[src/rtl/bfp_pkg.sv]
package bfp_pkg;

    // Comparator inputs from the analog side
    typedef struct packed {
        logic hs_peak;      // High-side peak current limit tripped
        logic ls_source;    // Low-side sourcing current above limit
        logic ls_sink;      // Low-side sink limit reached
        logic ls_below;     // Inductor current below low-side limit
        logic fb_ov;        // Feedback above overvoltage trip
        logic fb_ov_rec;    // Feedback still above recovery level
        logic out_uv;       // Output below undervoltage threshold
        logic over_temp;    // Over-temperature flag
        logic zero_cross;   // Inductor current at zero-detect level
    } bfp_cmp_t;

    // Gate and discharge commands
    typedef struct packed {
        logic high_side_switch;
        logic low_side_switch;
        logic discharge;
    } bfp_gate_t;

    localparam int  BFP_HICCUP_COUNT = 15;
    localparam int  BFP_DCM_CYCLES   = 16;
    localparam int  BFP_CNT_W        = 16;
    localparam int  BFP_ZCD_W        = 4;
    localparam logic [BFP_ZCD_W-1:0] BFP_ZCD_ZERO = 4'h0;
    localparam logic [BFP_ZCD_W-1:0] BFP_ZCD_MAX  = 4'hF;

    // Blanking after high-side turn-on
    localparam int  BFP_BLANK_NS     = 60;
    localparam int  BFP_CLK_MHZ      = 50;
    localparam int  BFP_BLANK_CYC    = (BFP_BLANK_NS * BFP_CLK_MHZ + 999) / 1000;
    localparam int  BFP_ON_CYCLES    = 8;

    typedef enum logic [2:0] {
        ST_OFF   = 3'h0,
        ST_SOFT  = 3'h1,
        ST_RUN   = 3'h2,
        ST_HICC  = 3'h3,
        ST_UVW   = 3'h4,
        ST_OVP   = 3'h5,
        ST_OTP   = 3'h6
    } bfp_state_t;

    typedef enum logic [1:0] {
        PH_IDLE  = 2'h0,
        PH_HIGH  = 2'h1,
        PH_LOW   = 2'h2,
        PH_HOLD  = 2'h3
    } bfp_phase_t;

endpackage

[src/rtl/bfp_ctrl.sv]
`timescale 1ns/100ps
// Notes on behaviour
// - One current-level select sets both high-side and low-side limits together.
// - High-side peak trip turns high side off and low side on at once.
// - High side stays off until current falls below low-side limit.
// - Fifteen consecutive tripped cycles enter hiccup; untripped cycle clears count.
// - Low-side sourcing comparator sampled at cycle end withholds next cycle.
// - Low-side sink limit trip turns both switches off immediately.
// - Output undervoltage shuts switching down.
// - Persisting undervoltage after a wait starts a new soft-start.
// - Overvoltage holds high side off, low side on until sink limit.
// - Overvoltage recovery deasserting restarts through full soft-start.
// - Over-temperature flag stops all switching.
// - Over-temperature clearing resumes with complete soft-start.
// - Discharge switch closes on undervoltage, over-temperature, overcurrent, input lockout.
// - First sixteen soft-start cycles run discontinuous, blocking reverse current.
// - Afterwards zero-detect level steps toward negative current until it reaches BFP_ZCD_MAX or soft-start ends.
// - After soft-start, forced continuous mode holds in normal operation.
// - High-side comparator ignored for a blanking delay after turn-on.
// - Power-good pulled low on undervoltage, overvoltage, over-temperature or hiccup after start-up, not on cycle-by-cycle current limits.
module bfp_ctrl #(
    parameter int UV_WAIT_CYC  = 1024,
    parameter int HICCUP_CYC   = 2048,
    parameter int SOFT_CYC     = 256
) (
    input  wire logic                       ref_clk_i,
    input  wire logic                       nrst_i,
    input  wire logic                       enable_i,
    input  wire logic                       in_uvlo_i,
    input  wire logic                       cur_level_high_i,
    input  wire logic                       cycle_tick_i,
    input  wire logic                       pwm_off_i,
    input  wire bfp_pkg::bfp_cmp_t          cmp_i,
    output logic                            hs_limit_high_o,
    output logic                            ls_limit_high_o,
    output bfp_pkg::bfp_gate_t              gate_o,
    output logic [bfp_pkg::BFP_ZCD_W-1:0]   zcd_level_o,
    output logic                            forced_continuous_mode_o,
    output logic                            power_ok_output_oe_o,
    output logic                            power_ok_output_o,
    output logic                            hiccup_o
);
    import bfp_pkg::*;

    // Two-stage synchronisers for all asynchronous pins
    localparam int NSYNC = 13;
    logic [NSYNC-1:0] sync_a;
    logic [NSYNC-1:0] sync_b;
    logic [NSYNC-1:0] raw_in;
    assign raw_in = {enable_i, in_uvlo_i, cur_level_high_i, pwm_off_i, cmp_i};

    always_ff @(posedge ref_clk_i) begin
        if (!nrst_i) begin
            sync_a <= '0;
            sync_b <= '0;
        end else begin
            sync_a <= raw_in;
            sync_b <= sync_a;
        end
    end

    logic     en_s;
    logic     uvlo_s;
    logic     lvl_s;
    logic     pwm_off_s;
    bfp_cmp_t c;
    assign {en_s, uvlo_s, lvl_s, pwm_off_s, c} = sync_b;

    // Tick is an on-chip enable from the same clock, used directly
    logic tick;
    assign tick = cycle_tick_i;

    bfp_state_t             st;
    bfp_state_t             next_st;
    bfp_phase_t             ph;
    bfp_phase_t             next_ph;
    logic [BFP_CNT_W-1:0]   tmr;
    logic [BFP_CNT_W-1:0]   next_tmr;
    logic [BFP_CNT_W-1:0]   scyc;
    logic [BFP_CNT_W-1:0]   next_scyc;
    logic [4:0]             oc_cnt;
    logic [4:0]             next_oc_cnt;
    logic                   trip_seen;
    logic                   next_trip_seen;
    logic [3:0]             blank;
    logic [3:0]             next_blank;
    logic [3:0]             on_cnt;
    logic [3:0]             next_on_cnt;
    logic [BFP_ZCD_W-1:0]   zcd;
    logic [BFP_ZCD_W-1:0]   next_zcd;
    bfp_gate_t              gate;
    bfp_gate_t              next_gate;
    logic                   pg_low;
    logic                   next_pg_low;
    logic                   lvl;
    logic                   next_lvl;
    logic                   forced_continuous_mode;
    logic                   next_forced_continuous_mode;
    logic                   fault;
    logic                   hic;
    logic                   next_hic;

    // Start-up gating: enable low or input lockout resets to off
    logic stop_all;
    assign stop_all = !en_s || uvlo_s;

    // Master state and switching phase
    always_comb begin
        next_st        = st;
        next_ph        = ph;
        next_tmr       = tmr;
        next_scyc      = scyc;
        next_oc_cnt    = oc_cnt;
        next_trip_seen = trip_seen;
        next_blank     = (blank != 4'h0) ? blank - 4'h1 : blank;
        next_on_cnt    = on_cnt;
        next_zcd       = zcd;
        next_forced_continuous_mode      = forced_continuous_mode;
        next_gate      = gate;
        next_gate.discharge = 1'b0;
        fault          = 1'b0;
        if (stop_all) begin
            next_st   = ST_OFF;
            next_ph   = PH_IDLE;
            // Overheat keeps discharging even while disabled
            next_gate = '{high_side_switch: 1'b0, low_side_switch: 1'b0,
                          discharge: uvlo_s || c.over_temp};
            next_forced_continuous_mode = 1'b0;
            next_oc_cnt = '0;
        end else if (c.over_temp) begin
            next_st   = ST_OTP;
            next_ph   = PH_IDLE;
            next_gate = '{high_side_switch: 1'b0, low_side_switch: 1'b0, discharge: 1'b1};
            fault     = 1'b1;
        end else if (c.fb_ov && st != ST_OVP) begin
            next_st   = ST_OVP;
            next_ph   = PH_HOLD;
            next_gate = '{high_side_switch: 1'b0, low_side_switch: !c.ls_sink, discharge: 1'b0};
            fault     = 1'b1;
        end else if (c.out_uv && (st == ST_RUN || st == ST_SOFT)) begin
            next_st   = ST_UVW;
            next_tmr  = '0;
            next_ph   = PH_IDLE;
            next_gate = '{high_side_switch: 1'b0, low_side_switch: 1'b0, discharge: 1'b1};
            fault     = 1'b1;
        end else begin
            case (st)
                ST_OFF, ST_OTP: begin
                    next_st   = ST_SOFT;
                    next_scyc = '0;
                    next_zcd  = BFP_ZCD_ZERO;
                    next_forced_continuous_mode = 1'b0;
                    next_ph   = PH_IDLE;
                    next_gate = '0;
                end
                ST_OVP: begin
                    fault = 1'b1;
                    next_gate.high_side_switch = 1'b0;
                    if (c.ls_sink) next_gate.low_side_switch = 1'b0;
                    if (!c.fb_ov_rec) next_st = ST_OFF;
                end
                ST_UVW, ST_HICC: begin
                    fault     = 1'b1;
                    next_gate = '{high_side_switch: 1'b0, low_side_switch: 1'b0, discharge: 1'b1};
                    if (tick) next_tmr = tmr + 1'b1;
                    if (st == ST_UVW && tmr >= BFP_CNT_W'(UV_WAIT_CYC)) next_st = ST_OFF;
                    if (st == ST_HICC && tmr >= BFP_CNT_W'(HICCUP_CYC)) next_st = ST_OFF;
                end
                default: begin
                    // Soft-start and run share the switching phase engine
                    if (tick) begin
                        next_trip_seen = 1'b0;
                        next_oc_cnt = trip_seen ? oc_cnt + 5'h1 : 5'h0;
                        if (st == ST_SOFT) begin
                            next_scyc = scyc + 1'b1;
                            if (scyc >= BFP_CNT_W'(BFP_DCM_CYCLES) && zcd != BFP_ZCD_MAX)
                                next_zcd = zcd + 1'b1;
                            if (scyc >= BFP_CNT_W'(SOFT_CYC)) begin
                                next_st   = ST_RUN;
                                next_forced_continuous_mode = 1'b1;
                            end
                        end
                        if (!c.ls_source && ph != PH_HOLD) begin
                            next_ph     = PH_HIGH;
                            next_gate   = '{high_side_switch: 1'b1, low_side_switch: 1'b0,
                                            discharge: 1'b0};
                            next_blank  = 4'(BFP_BLANK_CYC);
                            next_on_cnt = 4'(BFP_ON_CYCLES);
                        end else if (ph != PH_HOLD) begin
                            next_ph   = PH_LOW;
                            next_gate = '{high_side_switch: 1'b0, low_side_switch: 1'b1,
                                          discharge: 1'b0};
                        end
                    end else begin
                        case (ph)
                            PH_HIGH: begin
                                if (on_cnt != 4'h0) next_on_cnt = on_cnt - 4'h1;
                                if (blank == 4'h0 && c.hs_peak) begin
                                    next_ph        = PH_HOLD;
                                    next_trip_seen = 1'b1;
                                    next_gate      = '{high_side_switch: 1'b0,
                                                       low_side_switch: 1'b1, discharge: 1'b0};
                                end else if (pwm_off_s || on_cnt == 4'h0) begin
                                    next_ph   = PH_LOW;
                                    next_gate = '{high_side_switch: 1'b0,
                                                  low_side_switch: 1'b1, discharge: 1'b0};
                                end
                            end
                            PH_HOLD: begin
                                if (c.ls_below) next_ph = PH_LOW;
                            end
                            PH_LOW: begin
                                if (st == ST_SOFT && scyc < BFP_CNT_W'(BFP_DCM_CYCLES)
                                    && c.zero_cross)
                                    next_gate.low_side_switch = 1'b0;
                            end
                            default: next_ph = PH_IDLE;
                        endcase
                    end
                    if (c.ls_sink) begin
                        next_gate.high_side_switch = 1'b0;
                        next_gate.low_side_switch  = 1'b0;
                    end
                    if (next_oc_cnt >= 5'(BFP_HICCUP_COUNT)) begin
                        next_st     = ST_HICC;
                        next_tmr    = '0;
                        next_oc_cnt = '0;
                        next_ph     = PH_IDLE;
                        next_gate   = '{high_side_switch: 1'b0, low_side_switch: 1'b0,
                                        discharge: 1'b1};
                    end
                end
            endcase
        end
        if (fault && next_st != ST_OVP && st != ST_OVP) next_gate.discharge = 1'b1;
        if (uvlo_s) next_gate.discharge = 1'b1;
        next_pg_low = (next_st != ST_RUN) || fault;
        next_lvl = lvl_s;
        // Hiccup flag registered beside the state
        next_hic = (next_st == ST_HICC);
    end

    always_ff @(posedge ref_clk_i) begin
        if (!nrst_i) begin
            st        <= ST_OFF;
            ph        <= PH_IDLE;
            tmr       <= '0;
            scyc      <= '0;
            oc_cnt    <= '0;
            trip_seen <= 1'b0;
            blank     <= '0;
            on_cnt    <= '0;
            zcd       <= BFP_ZCD_ZERO;
            gate      <= '0;
            pg_low    <= 1'b1;
            lvl       <= 1'b0;
            forced_continuous_mode      <= 1'b0;
            hic       <= 1'b0;
        end else begin
            st        <= next_st;
            ph        <= next_ph;
            tmr       <= next_tmr;
            scyc      <= next_scyc;
            oc_cnt    <= next_oc_cnt;
            trip_seen <= next_trip_seen;
            blank     <= next_blank;
            on_cnt    <= next_on_cnt;
            zcd       <= next_zcd;
            gate      <= next_gate;
            pg_low    <= next_pg_low;
            lvl       <= next_lvl;
            forced_continuous_mode      <= next_forced_continuous_mode;
            hic       <= next_hic;
        end
    end

    // All outputs straight from flops, except power_ok_output_o tied low
    assign hs_limit_high_o          = lvl;
    assign ls_limit_high_o          = lvl;
    assign gate_o                   = gate;
    assign zcd_level_o              = zcd;
    assign forced_continuous_mode_o = forced_continuous_mode;
    assign power_ok_output_oe_o     = pg_low;
    assign power_ok_output_o        = 1'b0;
    assign hiccup_o                 = hic;

endmodule

[config.mk]
export PLATFORM = sky130hd
export DESIGN_NAME = bfp_ctrl
export DESIGN_NICKNAME = d
export VERILOG_FILES = /design/src/rtl/bfp_pkg.sv /design/src/rtl/bfp_ctrl.sv
export SDC_FILE = /design/constraint.sdc
export NUM_CORES = 1
export LEC_CHECK = 0
export BUFFER_PORTS_ARGS = -buffer_cell sky130_fd_sc_hd__clkbuf_2
export CAP_MARGIN = 30
export CORE_UTILIZATION = 60
export CTS_CLUSTER_SIZE = 10
export DETAILED_ROUTE_END_ITERATION = 16
export PLACE_DENSITY = 0.89
export SYNTH_ARGS = -nofsm -noshare
export SYNTH_HDL_FRONTEND = slang
export SYNTH_SLANG_ARGS = --single-unit
[constraint.sdc]
create_clock -name ref_clk_i -period 4.9 [get_ports ref_clk_i]
set_input_delay 0.98 -clock ref_clk_i [delete_from_list [all_inputs] [get_ports ref_clk_i]]
set_output_delay 0.98 -clock ref_clk_i [all_outputs]
set_load 0.02 [all_outputs]
# Word-level counts from Yosys, hierarchy flattened
# Cells that the tools add are included.
# classes
addsub	6
n_lt_le_gt_ge	6
n_eq_ne	28
n_mux	91
bitwise	7
reduce_logical	54
# op_table
operator	count
$mux W16	5
$mux W3	22
$pmux W16 S2	2
$mux W4	15
$mux W5	8
$add A16 B1 Y16 const B	2
$mux W2	12
$reduce_and A7 Y1	3
$mux W1	19
$ge A16 B11 Y1 const B	1
$ge A16 B12 Y1 const B	1
$ge A16 B5 Y1 const B	1
$ge A16 B9 Y1 const B	1
$lt A16 B5 Y1 const B	1
$ne A8 B8 Y1 const B	2
$reduce_and A8 Y1	2
$reduce_bool A2 Y1	7
$ne A12 B12 Y1 const B	1
$reduce_bool A12 Y1	1
$logic_and A1 B1 Y1	11
$reduce_and A5 Y1	2
$reduce_or A5 Y1	2
$eq A3 B2 Y1 const B	3
$eq A3 B3 Y1 const B	3
other kinds (38)	65
# word_totals
ff_bits	88
input_bits	16
out_inout_bits	13
word_cells	210

# Depth between registers and ports, before layout
# logic_depth
word_depth	20
depth_mapped	10

# Worst setup path before layout
# No wires, ideal clock.
# synth_timing
path_kind	input port to flip-flop
startpoint	input port cycle_tick_i
endpoint	register tmr[3]
setup_ns	0.115
arrival_time_ns	2.487
slack_ns	2.298
path_stages	8
n_path_buf	2
cell_sequence	nand3b_1 > mux2_4 > a222oi_1 > buf_4 > nor2_4 > buf_6 > o31a_1 > o21ba_2
# synth_between
elab_chain_cells	9
# synth_rtl
element	line_no	source
start, declared	bfp_ctrl.sv:31	input wire logic cycle_tick_i,
$mux W5	bfp_ctrl.sv:171	if (tick) begin
$mux W5	bfp_ctrl.sv:147	case (st)
$mux W5	bfp_ctrl.sv:140	end else if (c.out_uv && (st == ST_RUN || st == ST_SOFT)) begin
$mux W5	bfp_ctrl.sv:135	end else if (c.fb_ov && st != ST_OVP) begin
$mux W5	bfp_ctrl.sv:130	end else if (c.over_temp) begin
$mux W5	bfp_ctrl.sv:122	if (stop_all) begin
$ge A5 B4 Y1	bfp_ctrl.sv:224	if (next_oc_cnt >= 5'(BFP_HICCUP_COUNT)) begin
$reduce_bool A3 Y1 (no source line)	n/a	
$reduce_and A6 Y1 (no source line) (*)	n/a	
end signal, assigned	bfp_ctrl.sv:262	tmr <= next_tmr;
end, declared	bfp_ctrl.sv:77	logic [BFP_CNT_W-1:0] tmr;
# Mark *: on every way between the ends. The rest lies on a longest branch, timed or not. The select of a mux whose other input is x is not followed.
# A chain may end at the register's enable or synchronous reset.

# Final worst setup path
# Same ends and word-level chain as after synthesis.

==> impl_metrics.py <==
metrics = {
    "floorplanning": {
        "die_x_um": 88.8,
        "die_area_sq_mm": 0.00789,
        "placementRows": 31,
        "io-pin-count": 29,
        "core_sq_mm": 0.00725,
        "die_h_um": 88.8,
        "start_util_pct": 62.4,
    },
    "synth": {
        "netlist_area_sq_mm": 0.00452,
        "ys_warn_count": 0,
        "synth-edff-count": 0,
        "avgSynthCellArea_sq_um": 8.55,
        "synthTopCellsByArea": "dfxtp_1 39%, and2_1 4.3%, nor2_1 3.8%",
        "ys_seq_area_share_pct": 38.9,
        "syn-num-nets": 557,
        "synth_top_cell_area_share_pct": 38.9,
        "yosysUniqueCellTypes": 67,
        "synth-seq-cells": 88,
        "async_reset_ff_share_pct": 0,
        "syn_inst": 529,
        "yosys.area.top_type": "dfxtp_1",
        "synth_flop_cell": "dfxtp_1",
    },
    "finish": {
        "nets": 569,
        "syn2layout_area_growth_pct": 6.64,
        "antennaDiodeCount": 0,
        "multi_input_area_sq_mm": 0.00252,
        "regArea_sq_mm": 0.00176,
        "n_fill_cell": 598,
        "final_cell_count_no_fill": 645,
        "drive_gt1_share_pct": 11.9,
        "fin_util_pct": 66.5,
    },
    "timing": {
        "slew_headroom_pct": 46.5,
        "fin_ws_ns": 1.95,
        "hold_violations": 0,
        "clock_skew_ns": 0.0142,
        "finalCritPeriodShare_pct": 60.3,
        "tns_ns": 0,
        "fmax_mhz": 338,
        "period_needed_ns": 2.95,
        "report.final.slew_viol_count": 0,
        "max_slew.worst_pin.slew_ns": 0.802,
        "finalSetupViolations": 0,
        "rsz0062_at_grt": "false",
    },
    "grt": {
        "grt_pass1_wl_mm": 15.4,
        "antenna_found_initial": 0,
        "grt_use_total_pct": 25.3,
        "grt_max_degree": 44,
        "grt_pass1_vias": 3521,
        "overflow": 0,
    },
    "clocking": {
        "htreeDepth": 3,
        "clk_latency_ns": 0.37,
        "cts_hold_buffers": 0,
        "cts.clk_slew.worst_paths_ns": 0.09,
        "cts_setup_buffers": 0,
        "root_buffer": "clkbuf_8",
        "cts_tree": "built",
        "post_cts_resize_count": 0,
        "cts_buffers": 9,
        "clock-sinks": 88,
        "cts_buffer_depth": 2,
    },
    "worst_setup_path": {
        "r2r_slack_ns": 1.98,
        "cp.required_ns": 5.17,
        "start_kind": "primary input",
        "critical_path.max_fanout": 26,
        "end_kind": "flop",
        "crit_type": "primary input to flop",
        "rr_worst_depth": 5,
        "worstPathArrival_ns": 3.22,
    },
    "detailed_routing": {
        "vias_per_cell": 5.91,
        "vias": 3810,
        "drc": 0,
        "wl_mm": 9.30,
        "wire_per_inst_um": 14.4,
        "antenna_left": 0,
        "drt_iter0_drc": 238,
        "drt-pass1-iter-count": 5,
    },
    "power": {
        "p_int_uw": 985,
        "power_mw": 1.35,
        "sw_frac_of_total_pct": 26.9,
        "p_comb_share_pct": 9.4,
        "p_leak_nw": 1.76,
        "clkPwrFrac_pct": 34.4,
        "vdd_drop_max_mv": 0.186,
        "seqPwrFrac_pct": 56.2,
        "switchingPower_uw": 363,
        "p_per_area_mw_per_mm2": 279,
    },
    "placed_design": {
        "place_ws_ns": 1.61,
        "place_congestion": 0.867,
        "hpwl_mm": 6.64,
        "portBuffers": 27,
        "dp.cells": 629,
    },
    "outcome": {
        "outcome": "finished, final reports clean",
    },
    "min_path": {
        "hold_path_class": "flop to flop",
        "holdPathStages": 1,
    },
    "flow_run": {
        "drv_cap": 0,
    },
}
## layer usage
metal / track usage (%) / part of all wire, % / vias to the layer above
li1: - / - / 1921
met1: 31.5 / 45 / 1754
met2: 42.2 / 48 / 113
met3: 4.48 / 4.4 / 22
met4: 12.8 / 2.6 / 0
met5: 0 / 0 / -
## area by class of cell
type                    instances  area share, %
clock buffers                   9           2.57
clock inverters                 7           1.14
inverters                      23           1.79
multi-input cells             390           52.3
flip-flops and latches         88           36.5
well taps                      99           2.57
repair buffers                 29           3.11
## worst max-delay path, cell delays in order
cell and delay, ns:
clkbuf_2 0.36, nand3b_1 0.12, mux2_4 0.29, a222oi_1 0.34, buf_4 0.23, nor2_4 0.11
o21ai_2 0.55, o21ba_2 0.24
## cells by family after synthesis
kind of cell             synth area share [%]
multiplexers                            0.996
AND/OR/NAND/NOR                          28.7
adder cells (fa/ha/maj)                  3.76
XOR/XNOR                                 4.26
AO/OA/AOI/OAI                            18.0
buffers and inverters                    5.28
other                                  0.0829
flip-flops                               38.9
## power groups by stage
| stage | logic [mW] | registers (mW) | clock network, mW |
|---|---|---|---|
| floorplan | 0.105 | 0.767 | 0 |
| global placement | 0.121 | 0.772 | 0 |
| detailed placement | 0.127 | 0.774 | 0 |
| CTS | 0.128 | 0.757 | 0.468 |
| global route | 0.142 | 0.761 | 0.496 |
| finish | 0.127 | 0.757 | 0.463 |
## placed cells by master (no fill, tap or decap), types with 8 or more instances in the layout
cell type and n:
or4_1 10, a21oi_1 28, ha_1 12, nand4_1 9, inv_1 23, nand2b_1 9
nand2_1 33, clkbuf_8 9, and2_1 31, nor3_1 16, o21ai_0 16, or3_1 8
dfxtp_1 88, xnor2_1 15, nor4_1 9, nor2_1 46, o31ai_1 11, clkbuf_2 27
nand3_1 25, nor2b_1 9
## cells in the mapped netlist (4+ instances only)
library cell and n:
nor4_1 9, nor4b_1 4, xnor2_1 15, inv_1 23, or2_2 5, nand2_1 33
nand3b_1 4, xor2_1 7, a31oi_1 4, nor2b_1 9, or3_1 8, o31ai_1 11
a211o_1 4, and3_1 6, buf_2 8, clkbuf_1 11, nor3b_1 4, and2_1 31
buf_4 6, ha_1 12, nand4_1 9, nand3_1 25, a21oi_1 28, dfxtp_1 88
nand2b_1 9, o21ai_0 16, nor2_1 46, a21boi_0 6, nor3_1 16, or4_1 10
## path summary, 6_finish.rpt
check          endpoint         start
min reg2reg  sync_b[12]    sync_a[12]
max              tmr[3]  cycle_tick_i
min          sync_b[12]    sync_a[12]
max reg2reg      tmr[7]         st[0]
## sequential cells by signal (all words and copies together), names as in the netlist, 3 cells and up
name and count:
blank 4, gate_o 3, oc_cnt 5, on_cnt 4, scyc 16, st 3
sync_a 13, sync_b 13, tmr 16, zcd_level_o 4
## per-stage QoR
step | hold WS (ns) | cell area (sq um)
after floorplan | 0.401 | 4520
after global placement | 0.413 | 4640
after CTS | 0.439 | 4820
final | 0.435 | 4820
after detailed placement | 0.418 | 4640
after global routing | 0.447 | 4820
Power figures use the tool's default switching activity.
